[src/cmdt_regs.svh]
// register numbers, constants and timing counts of the date/time command mailbox
`ifndef CMDT_REGS_SVH
`define CMDT_REGS_SVH

// register numbers as seen by the client
`define CMDT_REG_CMD_BASE    16'h1F40
`define CMDT_REG_CMD_LAST    16'h1F53
`define CMDT_REG_EXEC_CODE   16'h1F54
`define CMDT_REG_RESULT      16'h1F55
`define CMDT_REG_DATA_LEN    16'h1F56
`define CMDT_REG_MONTH_DAY   16'h1F57
`define CMDT_REG_YEAR_HOUR   16'h1F58
`define CMDT_REG_MIN_SEC     16'h1F59
`define CMDT_REG_MSEC        16'h1F5A
`define CMDT_BUF_WORDS       5'h14

// command buffer contents
`define CMDT_CODE_READ_TIME  16'h0300
`define CMDT_FIXED_LEN       16'h000A
`define CMDT_DEST_SERIAL     16'h0300
`define CMDT_DEST_ETHERNET   16'h2200
`define CMDT_SETUP_0         16'h1F53
`define CMDT_SETUP_1         16'h1F54
`define CMDT_SETUP_2         16'h1F55

// result codes
`define CMDT_STATUS_BUSY     16'h0003
`define CMDT_ERR_NONE        8'h00
`define CMDT_ERR_RANGE       8'h0F
`define CMDT_ERR_UNKNOWN     8'h0E
`define CMDT_TIME_DATA_LEN   16'h0008

// timing: clock period, millisecond and sync window
`define CMDT_CLK_NS          50
`define CMDT_MS_NS           1000000
`define CMDT_MS_CYCLES       (`CMDT_MS_NS / `CMDT_CLK_NS)
`define CMDT_SYNC_HOURS      2
`define CMDT_SYNC_SECONDS    (`CMDT_SYNC_HOURS * 3600)
`define CMDT_MS_MAX          16'h03E7

`endif

[src/cmdt_pkg.sv]
// types shared by the date/time command mailbox
package cmdt_pkg;

   // calendar value, year is offset from 2000
   typedef struct packed {
      logic [7:0]  year;
      logic [7:0]  month;
      logic [7:0]  day;
      logic [7:0]  hour;
      logic [7:0]  minute;
      logic [7:0]  second;
      logic [15:0] msec;
   } cmdt_time_t;

   // operating mode of the breaker status module
   typedef enum logic [1:0] {
      CMDT_BUS_ONLY       = 2'h0,
      CMDT_SERIAL_ONLY    = 2'h1,
      CMDT_SERIAL_AND_BUS = 2'h2
   } cmdt_mode_t;

   // command sequencer states
   typedef enum logic [2:0] {
      CMDT_IDLE = 3'b001,
      CMDT_BUSY = 3'b010,
      CMDT_DONE = 3'b100
   } cmdt_state_t;

endpackage

[src/cmdt_mailbox.sv]
// command mailbox of the serial interface with read date/time and date keeping
`include "cmdt_regs.svh"
`timescale 1ns/1ns
`default_nettype none

module cmdt_mailbox #(
   parameter int unsigned MS_CYCLES    = `CMDT_MS_CYCLES,
   parameter int unsigned SYNC_SECONDS = `CMDT_SYNC_SECONDS
) (
   input  wire logic                clock_in,
   input  wire logic                rst_n_in,
   input  wire logic                reg_wr_in,
   input  wire logic                reg_rd_in,
   input  wire logic [15:0]         reg_num_in,
   input  wire logic [15:0]         reg_wdata_in,
   output var  logic [15:0]         reg_rdata_out,
   output var  logic                reg_rvalid_out,
   output var  logic                cmd_done_out,
   input  wire logic                set_fc43_in,
   input  wire logic                set_abs_in,
   input  wire cmdt_pkg::cmdt_time_t set_value_in,
   input  wire cmdt_pkg::cmdt_mode_t mode_in,
   output var  logic                synced_out,
   output var  logic                bcast_valid_out,
   output var  cmdt_pkg::cmdt_time_t bcast_time_out,
   input  wire logic                event_in,
   output var  logic                stamp_valid_out,
   output var  cmdt_pkg::cmdt_time_t stamp_out
);

   // days in a month, leap years every fourth year from 2000
   function automatic logic [7:0] days_in_month(input logic [7:0] mon, input logic [7:0] yr);
      case (mon)
         8'h02:   days_in_month = (yr[1:0] == 2'b00) ? 8'h1D : 8'h1C;
         8'h04, 8'h06, 8'h09, 8'h0B: days_in_month = 8'h1E;
         default: days_in_month = 8'h1F;
      endcase
   endfunction

   // calendar advanced by one millisecond
   function automatic cmdt_pkg::cmdt_time_t next_ms(input cmdt_pkg::cmdt_time_t t);
      cmdt_pkg::cmdt_time_t r;
      r = t;
      if (t.msec != `CMDT_MS_MAX) begin
         r.msec = t.msec + 16'h0001;
      end else begin
         r.msec = 16'h0000;
         if (t.second != 8'h3B) begin
            r.second = t.second + 8'h01;
         end else begin
            r.second = 8'h00;
            if (t.minute != 8'h3B) begin
               r.minute = t.minute + 8'h01;
            end else begin
               r.minute = 8'h00;
               if (t.hour != 8'h17) begin
                  r.hour = t.hour + 8'h01;
               end else begin
                  r.hour = 8'h00;
                  if (t.day < days_in_month(t.month, t.year)) begin
                     r.day = t.day + 8'h01;
                  end else begin
                     r.day = 8'h01;
                     if (t.month != 8'h0C) begin
                        r.month = t.month + 8'h01;
                     end else begin
                        r.month = 8'h01;
                        r.year  = t.year + 8'h01;
                     end
                  end
               end
            end
         end
      end
      return r;
   endfunction

   logic [15:0]           cmd_buf [0:19];
   logic [19:0]           written;
   cmdt_pkg::cmdt_state_t state;
   logic [15:0]           exec_code;
   logic [15:0]           result;
   logic [15:0]           data_len;
   cmdt_pkg::cmdt_time_t  snap;
   cmdt_pkg::cmdt_time_t  now;
   logic [14:0]           ms_cnt;
   logic                  ms_tick;
   logic                  sec_roll;
   logic [12:0]           sync_age;
   logic [15:0]           buf_idx;
   logic                  in_buf;
   logic                  accept;
   logic                  set_req;
   logic [7:0]            next_err;

   assign buf_idx  = reg_num_in - `CMDT_REG_CMD_BASE;
   assign in_buf   = (reg_num_in >= `CMDT_REG_CMD_BASE) && (reg_num_in <= `CMDT_REG_CMD_LAST);
   // buffer taken when its last word lands and the other nineteen were written
   assign accept   = reg_wr_in && (reg_num_in == `CMDT_REG_CMD_LAST)
                     && (state == cmdt_pkg::CMDT_IDLE)
                     && (&written[18:0]);
   assign set_req  = set_fc43_in || set_abs_in;
   assign sec_roll = ms_tick && (now.msec == `CMDT_MS_MAX);

   // command buffer capture, refused while a command runs
   always_ff @(posedge clock_in) begin
      if (!rst_n_in) begin
         written <= 20'h0_0000;
      end else if (accept) begin
         written <= 20'h0_0000;
      end else if (reg_wr_in && in_buf && state == cmdt_pkg::CMDT_IDLE) begin
         written[buf_idx[4:0]] <= 1'b1;
      end
   end

   always_ff @(posedge clock_in) begin
      if (reg_wr_in && in_buf && state == cmdt_pkg::CMDT_IDLE) begin
         cmd_buf[buf_idx[4:0]] <= reg_wdata_in;
      end
   end

   // error code from the captured buffer
   always_comb begin
      next_err = `CMDT_ERR_NONE;
      if (cmd_buf[0] != `CMDT_CODE_READ_TIME) begin
         next_err = `CMDT_ERR_UNKNOWN;
      end else if (cmd_buf[1] != `CMDT_FIXED_LEN) begin
         next_err = `CMDT_ERR_RANGE;
      end else if (cmd_buf[2] != `CMDT_DEST_SERIAL) begin
         next_err = `CMDT_ERR_RANGE;
      end else if (cmd_buf[17] != `CMDT_SETUP_0 || cmd_buf[18] != `CMDT_SETUP_1
                   || cmd_buf[19] != `CMDT_SETUP_2) begin
         next_err = `CMDT_ERR_RANGE;
      end
   end

   // command sequencer
   always_ff @(posedge clock_in) begin
      if (!rst_n_in) begin
         state <= cmdt_pkg::CMDT_IDLE;
      end else begin
         case (state)
            cmdt_pkg::CMDT_IDLE: if (accept) state <= cmdt_pkg::CMDT_BUSY;
            cmdt_pkg::CMDT_BUSY: state <= cmdt_pkg::CMDT_DONE;
            cmdt_pkg::CMDT_DONE: state <= cmdt_pkg::CMDT_IDLE;
            default:             state <= cmdt_pkg::CMDT_IDLE;
         endcase
      end
   end

   // result registers: busy at acceptance, final values at completion
   always_ff @(posedge clock_in) begin
      if (!rst_n_in) begin
         exec_code <= 16'h0000;
         result    <= 16'h0000;
         data_len  <= 16'h0000;
         snap      <= '0;
      end else if (accept) begin
         result <= `CMDT_STATUS_BUSY;
      end else if (state == cmdt_pkg::CMDT_BUSY) begin
         exec_code <= cmd_buf[0];
         result    <= {cmd_buf[2][15:8], next_err};
         if (next_err == `CMDT_ERR_NONE) begin
            data_len <= `CMDT_TIME_DATA_LEN;
            snap     <= now;
         end else begin
            data_len <= 16'h0000;
         end
      end
   end

   assign cmd_done_out = (state == cmdt_pkg::CMDT_DONE);

   // register reads, answered one cycle later
   always_ff @(posedge clock_in) begin
      if (!rst_n_in) begin
         reg_rdata_out  <= 16'h0000;
         reg_rvalid_out <= 1'b0;
      end else begin
         reg_rvalid_out <= reg_rd_in;
         if (reg_rd_in) begin
            case (reg_num_in)
               `CMDT_REG_EXEC_CODE: reg_rdata_out <= exec_code;
               `CMDT_REG_RESULT:    reg_rdata_out <= result;
               `CMDT_REG_DATA_LEN:  reg_rdata_out <= data_len;
               `CMDT_REG_MONTH_DAY: reg_rdata_out <= {snap.month, snap.day};
               `CMDT_REG_YEAR_HOUR: reg_rdata_out <= {snap.year, snap.hour};
               `CMDT_REG_MIN_SEC:   reg_rdata_out <= {snap.minute, snap.second};
               `CMDT_REG_MSEC:      reg_rdata_out <= snap.msec;
               default:             reg_rdata_out <= 16'h0000;
            endcase
         end
      end
   end

   // millisecond enable from the system clock
   always_ff @(posedge clock_in) begin
      if (!rst_n_in) begin
         ms_cnt  <= 15'h0000;
         ms_tick <= 1'b0;
      end else if (ms_cnt == 15'(MS_CYCLES - 1)) begin
         ms_cnt  <= 15'h0000;
         ms_tick <= 1'b1;
      end else begin
         ms_cnt  <= ms_cnt + 15'h0001;
         ms_tick <= 1'b0;
      end
   end

   // local calendar, external set wins over the tick
   always_ff @(posedge clock_in) begin
      if (!rst_n_in) begin
         now <= '{year: 8'h00, month: 8'h01, day: 8'h01, default: '0};
      end else if (set_req) begin
         now <= set_value_in;
      end else if (ms_tick) begin
         now <= next_ms(now);
      end
   end

   // age of the last external synchronization in seconds
   always_ff @(posedge clock_in) begin
      if (!rst_n_in) begin
         sync_age   <= 13'h0000;
         synced_out <= 1'b0;
      end else if (set_req) begin
         sync_age   <= 13'h0000;
         synced_out <= 1'b1;
      end else if (sec_roll && synced_out) begin
         if (sync_age == 13'(SYNC_SECONDS - 1)) begin
            synced_out <= 1'b0;
         end else begin
            sync_age <= sync_age + 13'h0001;
         end
      end
   end

   // broadcast at each second rollover, only in bus-only mode
   always_ff @(posedge clock_in) begin
      if (!rst_n_in) begin
         bcast_valid_out <= 1'b0;
         bcast_time_out  <= '0;
      end else begin
         bcast_valid_out <= (mode_in == cmdt_pkg::CMDT_BUS_ONLY) && sec_roll;
         if (sec_roll) begin
            bcast_time_out <= next_ms(now);
         end
      end
   end

   // event time stamp from the local calendar
   always_ff @(posedge clock_in) begin
      if (!rst_n_in) begin
         stamp_valid_out <= 1'b0;
         stamp_out       <= '0;
      end else begin
         stamp_valid_out <= event_in;
         if (event_in) begin
            stamp_out <= now;
         end
      end
   end

   // checks
   AST_BUSY_STATUS: assert property (@(posedge clock_in) disable iff (!rst_n_in)
      state == cmdt_pkg::CMDT_BUSY |-> result == `CMDT_STATUS_BUSY)
      else $error("status not busy while executing");
   AST_ACCEPT_BUSY: assert property (@(posedge clock_in) disable iff (!rst_n_in)
      accept |=> state == cmdt_pkg::CMDT_BUSY ##1 state == cmdt_pkg::CMDT_DONE)
      else $error("accepted command did not run in order");
   AST_EXEC_CODE: assert property (@(posedge clock_in) disable iff (!rst_n_in)
      state == cmdt_pkg::CMDT_BUSY |=> exec_code == $past(cmd_buf[0]))
      else $error("executed code differs from buffer");
   AST_SUCCESS_LOW: assert property (@(posedge clock_in) disable iff (!rst_n_in)
      cmd_done_out && data_len == `CMDT_TIME_DATA_LEN |-> result[7:0] == `CMDT_ERR_NONE)
      else $error("success with nonzero result byte");
   AST_RANGE_ERR: assert property (@(posedge clock_in) disable iff (!rst_n_in)
      state == cmdt_pkg::CMDT_BUSY && cmd_buf[0] == `CMDT_CODE_READ_TIME
      && cmd_buf[1] != `CMDT_FIXED_LEN |=> result[7:0] == `CMDT_ERR_RANGE)
      else $error("bad length not reported as error 15");
   AST_DATA_LEN: assert property (@(posedge clock_in) disable iff (!rst_n_in)
      state == cmdt_pkg::CMDT_BUSY && next_err == `CMDT_ERR_NONE
      |=> data_len == `CMDT_TIME_DATA_LEN && snap == $past(now))
      else $error("data length or snapshot wrong on success");
   AST_MONTH_DAY: assert property (@(posedge clock_in) disable iff (!rst_n_in)
      reg_rd_in && reg_num_in == `CMDT_REG_MONTH_DAY
      |=> reg_rvalid_out && reg_rdata_out == {$past(snap.month), $past(snap.day)})
      else $error("month/day read wrong");
   AST_SYNC_SET: assert property (@(posedge clock_in) disable iff (!rst_n_in)
      set_req |=> synced_out && sync_age == 13'h0000)
      else $error("set did not mark synchronized");
   AST_BCAST_MODE: assert property (@(posedge clock_in) disable iff (!rst_n_in)
      bcast_valid_out |-> $past(mode_in) == cmdt_pkg::CMDT_BUS_ONLY && $past(sec_roll))
      else $error("broadcast outside bus-only second");
   AST_STAMP: assert property (@(posedge clock_in) disable iff (!rst_n_in)
      event_in |=> stamp_valid_out && stamp_out == $past(now))
      else $error("event stamp wrong");

   // completion timing, result holding and window lapse
   AST_DONE_PULSE: assert property (@(posedge clock_in) disable iff (!rst_n_in)
      cmd_done_out |=> !cmd_done_out && state == cmdt_pkg::CMDT_IDLE)
      else $error("done not a single cycle before idle");
   AST_RESULT_STABLE: assert property (@(posedge clock_in) disable iff (!rst_n_in)
      state == cmdt_pkg::CMDT_IDLE && !accept |=> $stable(result) && $stable(data_len))
      else $error("result changed outside completion");
   AST_ERR_UNKNOWN: assert property (@(posedge clock_in) disable iff (!rst_n_in)
      state == cmdt_pkg::CMDT_BUSY && cmd_buf[0] != `CMDT_CODE_READ_TIME
      |=> result[7:0] != `CMDT_ERR_NONE && data_len == 16'h0000)
      else $error("unknown command reported as success");
   AST_SYNC_LAPSE: assert property (@(posedge clock_in) disable iff (!rst_n_in)
      synced_out && !set_req && sec_roll && sync_age == 13'(SYNC_SECONDS - 1) |=> !synced_out)
      else $error("synchronized state outlived its window");
   AST_BCAST_TIME: assert property (@(posedge clock_in) disable iff (!rst_n_in)
      bcast_valid_out |-> bcast_time_out.msec == 16'h0000)
      else $error("broadcast time not on a second boundary");

endmodule // cmdt_mailbox

`default_nettype wire

[config.mk]
export PLATFORM = sky130hd
export DESIGN_NAME = cmdt_mailbox
export DESIGN_NICKNAME = d
export VERILOG_FILES = /design/src/cmdt_pkg.sv /design/src/cmdt_mailbox.sv
export VERILOG_INCLUDE_DIRS = /design/src
export SDC_FILE = /design/constraint.sdc
export NUM_CORES = 1
export LEC_CHECK = 0
export BUFFER_PORTS_ARGS = -buffer_cell sky130_fd_sc_hd__buf_2
export CAP_MARGIN = 40
export CORE_MARGIN = 8
export CORE_UTILIZATION = 57
export CTS_CLUSTER_DIAMETER = 120
export DETAILED_ROUTE_END_ITERATION = 10
export PLACE_DENSITY = 0.81
export SYNTH_ARGS = -nofsm -noshare
export SYNTH_HDL_FRONTEND = slang
export SYNTH_SLANG_ARGS = --single-unit
[constraint.sdc]
create_clock -name clock_in -period 4.7 [get_ports clock_in]
set_input_delay 0.47 -clock clock_in [delete_from_list [all_inputs] [get_ports clock_in]]
set_output_delay 0.47 -clock clock_in [all_outputs]
set_load 0.05 [all_outputs]
==> key figures <==
Setup path
  – Critical path class: reg -> reg
  – Crit path launch type: flop
  – Worst EP required: 5.18 ns
  – Critical path fanouts, max: 13
  – CP endpoint kind: flop
  – Worst path cell trace: ha_1, nor4b_1, and4_1, nand2_1, a211oi_4, nand3_1, xor2_1, a21oi_1
  – CP arrival: 3.81 ns
  – Reg2reg end: now[59]$_SDFFE_PN0P_
  – R2R cell count: 8
  – Worst reg2reg path startpoint: now[24]$_SDFFE_PN0P_
  – Slowest cell on crit path: a211oi_4
  – CP max stage delay: 0.67 ns
  – Flop2flop setup slack: 1.37 ns

Yosys
  – Ys flop type: dfxtp_1
  – Seq/Total Area, Yosys: 0.546
  – YS warnings: 0
  – FFs w/ async S/R, synth: 0
  – Synth top area share: 0.389
  – Synthesized area per cell: 9.39 um^2
  – Synth cell types: 71
  – Cell count after synthesis: 1,948
  – Top cells by area, synth: dfxtp_1 (39%), edfxtp_1 (16%), nand2_1 (5.7%)
  – Syn nets: 2,067
  – Synth area leader: dfxtp_1
  – Synth Register Bits: 451
  – Post-synthesis cell area: 18,300 um^2
  – Post-synth EDFFs: 96

Pwr
  – Clock share of power: 0.449
  – Power share of the sequential group: 0.493
  – Power, Total: 8.38 mW
  – Gate power share: 0.058
  – Pwr Density: 392 nW/um^2
  – Switching share of power: 0.228
  – P_leak: 8.20 nW
  – Net Switching: 1.91 mW
  – Max VDD drop: 0.286 mV
  – Internal power: 6.47 mW

Worst hold path
  – Hold-critical path endpoint: bcast_valid_out$_SDFF_PN0_
  – Min-Delay Path Depth: 2
  – Hold WC Path Type: in -> reg
  – Hold path startpoint: mode_in[0]

Global routing
  – First-pass GRT wire length: 82,800 um
  – Largest net degree at the start of global routing: 80
  – Total congestion overflow: 0
  – Initial antenna violation count: 1
  – GRT Total Usage: 0.267
  – Vias in the first global route: 15,113

CTS
  – Post-CTS Setup Bufs: 0
  – TritonCTS buffer count: 45
  – Hold buffers post-CTS: 0
  – CTS root buf: clkbuf_16
  – TritonCTS Sinks: 451
  – Post-CTS Resized: 0
  – CTS H-Tree Depth: 2
  – Worst-Skew Late Latency: 0.55 ns
  – Clock transition at path regs: 0.06 ns
  – Max clock buf depth: 3
  – CTS tree: yes

Run status
  – Status: finished, final reports clean

Die
  – Die W: 195 um
  – Cell Rows: 65
  – Starting Density: 0.579
  – CORE AREA: 31,600 um^2
  – Io pins: 254
  – Die Area: 38,100 um^2
  – Die Y: 195 um

Finish
  – Antenna diodes: 0
  – Final nets: 2,256
  – Multi-input gate area: 7710 um^2
  – Non-filler cells, final: 2,575
  – Synth-to-layout area growth: 16.9%
  – Register area: 9990 um^2
  – Fill cell count: 2,462
  – Ratio of cells with drive above 1 in the final layout: 0.176

Drt
  – Routed wire length: 53,400 um
  – Vias post-DR: 15,678
  – Routed vias/inst: 6.09
  – Iteration-0 DRC Markers: 1,546
  – DRT antenna net count: 0
  – First-pass DRT Iterations: 6
  – Drc violations: 0
  – Avg WL per Cell: 20.8 um

STA
  – Count of pins over their slew limit: 0
  – Final period util: 0.709
  – Max_slew headroom: 0.418
  – # setup viols final: 0
  – Fin Clk Skew: 0.0340 ns
  – Slew @ Worst Pin: 0.861 ns
  – Setup TNS: 0 ns
  – RSZ-0062 raised after global routing: no
  – Peak Freq: 300 MHz
  – Final worst path period need: 3.33 ns
  – Fin. Hold Viols: 0

Placement
  – Hpwl dp: 37,200 um
  – RePlAce Congestion: 0.929
  – I/O Buffers: 253
  – Placed cell count: 2,492

Run
  – Max Cap Viol: 0
[power groups by stage]
stage / sequential, mW / combinational (mW) / clock, mW
2_1_floorplan: 4.24 / 0.268 / 0
3_3_place_gp: 4.21 / 0.469 / 0
3_5_place_dp: 4.21 / 0.481 / 0
4_1_cts: 4.13 / 0.485 / 3.80
5_1_grt: 4.14 / 0.525 / 3.95
6_report: 4.14 / 0.488 / 3.76
[critical path: cells and delay by family (launching register included)]
family,cells,cell delay [ns]
flip-flops,1,0.47
XOR/XNOR,1,0.17
AND/OR/NAND/NOR,4,1.53
adder cells (fa/ha/maj),1,0.27
AO/OA/AOI/OAI,2,0.82
[flip-flops by register name, indices dropped and copies added, names as in the netlist, 15 cells and up]
register	cells
reg_rdata_out	16
written	19
snap	64
bcast_time_out	64
stamp_out	64
ms_cnt	15
now	64
exec_code	16
cmd_buf	96
[kinds of logic after synthesis]
logic type / synth area share
mux: 0.0414
flops: 0.546
buf+inv: 0.0339
xor+xnor: 0.0355
fa+ha+maj: 0.00958
compound gates: 0.135
simple gates: 0.199
[placed cells by master (no fill, tap or decap), types with 13 or more instances in the layout]
cell type / instances
dfxtp_1: 355
nand2_1: 277
buf_2: 252
nor2_1: 211
a21oi_1: 176
edfxtp_1: 96
o21ai_0: 91
mux2i_1: 70
nand3_1: 51
clkbuf_16: 47
nor3_1: 42
xor2_1: 37
xnor2_1: 37
and3_1: 36
nand4_1: 30
buf_4: 29
a31oi_1: 25
a211oi_1: 23
a22oi_1: 20
nor4_1: 17
or3_1: 15
a222oi_1: 15
inv_1: 14
ha_1: 14
a21o_1: 13
[metal layers]
metal	share of wire	global-route usage	vias up	routed length (um)
met1	0.41	0.343	7436	21800
met3	0.090	0.0573	155	4790
li1	-	-	7289	-
met4	0.044	0.120	2	2370
met2	0.46	0.430	796	24500
met5	0.00024	0	-	13
[cells in the mapped netlist (all sizes together) (4+ instances only)]
cell / n
a211oi: 25
a21o: 13
a21oi: 176
a222oi: 15
a22o: 4
a22oi: 20
a31oi: 25
and2: 12
and3: 36
and4: 8
buf: 26
clkbuf: 116
dfxtp: 355
edfxtp: 96
ha: 14
inv: 15
mux2: 5
mux2i: 70
nand2: 279
nand2b: 4
nand3: 52
nand3b: 6
nand4: 31
nor2: 213
nor2b: 5
nor3: 43
nor4: 20
nor4b: 12
nor4bb: 8
o211ai: 8
o21ai: 92
o22ai: 6
o311ai: 7
or2: 5
or3: 15
or4: 8
xnor2: 37
xor2: 37
[metrics by stage]
step           hold slack [ns]  utilization  setup WS [ns]  cell area [um^2]
2_1_floorplan            0.428            -           1.30             18300
3_3_place_gp             0.434        0.626           1.58             19800
3_5_place_dp             0.438        0.628           1.48             19800
4_1_cts                 0.0711        0.677           1.44             21400
5_1_grt                 0.0847        0.677           1.06             21400
6_report                0.0835        0.677           1.37             21400
[final cells by class]
cell class,instances,share of cell area
inverters,15,0.00287
clock buffers,63,0.0602
well taps,402,0.0235
flip-flops and latches,451,0.467
repair buffers,284,0.0721
multi-input cells,1340,0.361
clock inverters,20,0.0128
[worst max path at each step]
stage	from	end	slack [ns]	cells after the start
after global routing	now[24]$_SDFFE_PN0P_	now[59]$_SDFFE_PN0P_	1.06	8
after floorplan	reg_num_in[13]	cmd_buf[19][0]$_DFFE_PP_	1.30	4
after detailed placement	now[24]$_SDFFE_PN0P_	now[59]$_SDFFE_PN0P_	1.48	8
after global placement	now[24]$_SDFFE_PN0P_	now[59]$_SDFFE_PN0P_	1.58	8
final	now[24]$_SDFFE_PN0P_	now[59]$_SDFFE_PN0P_	1.37	8
after CTS	now[24]$_SDFFE_PN0P_	now[59]$_SDFFE_PN0P_	1.44	8
(Power assumes the default switching activity.)
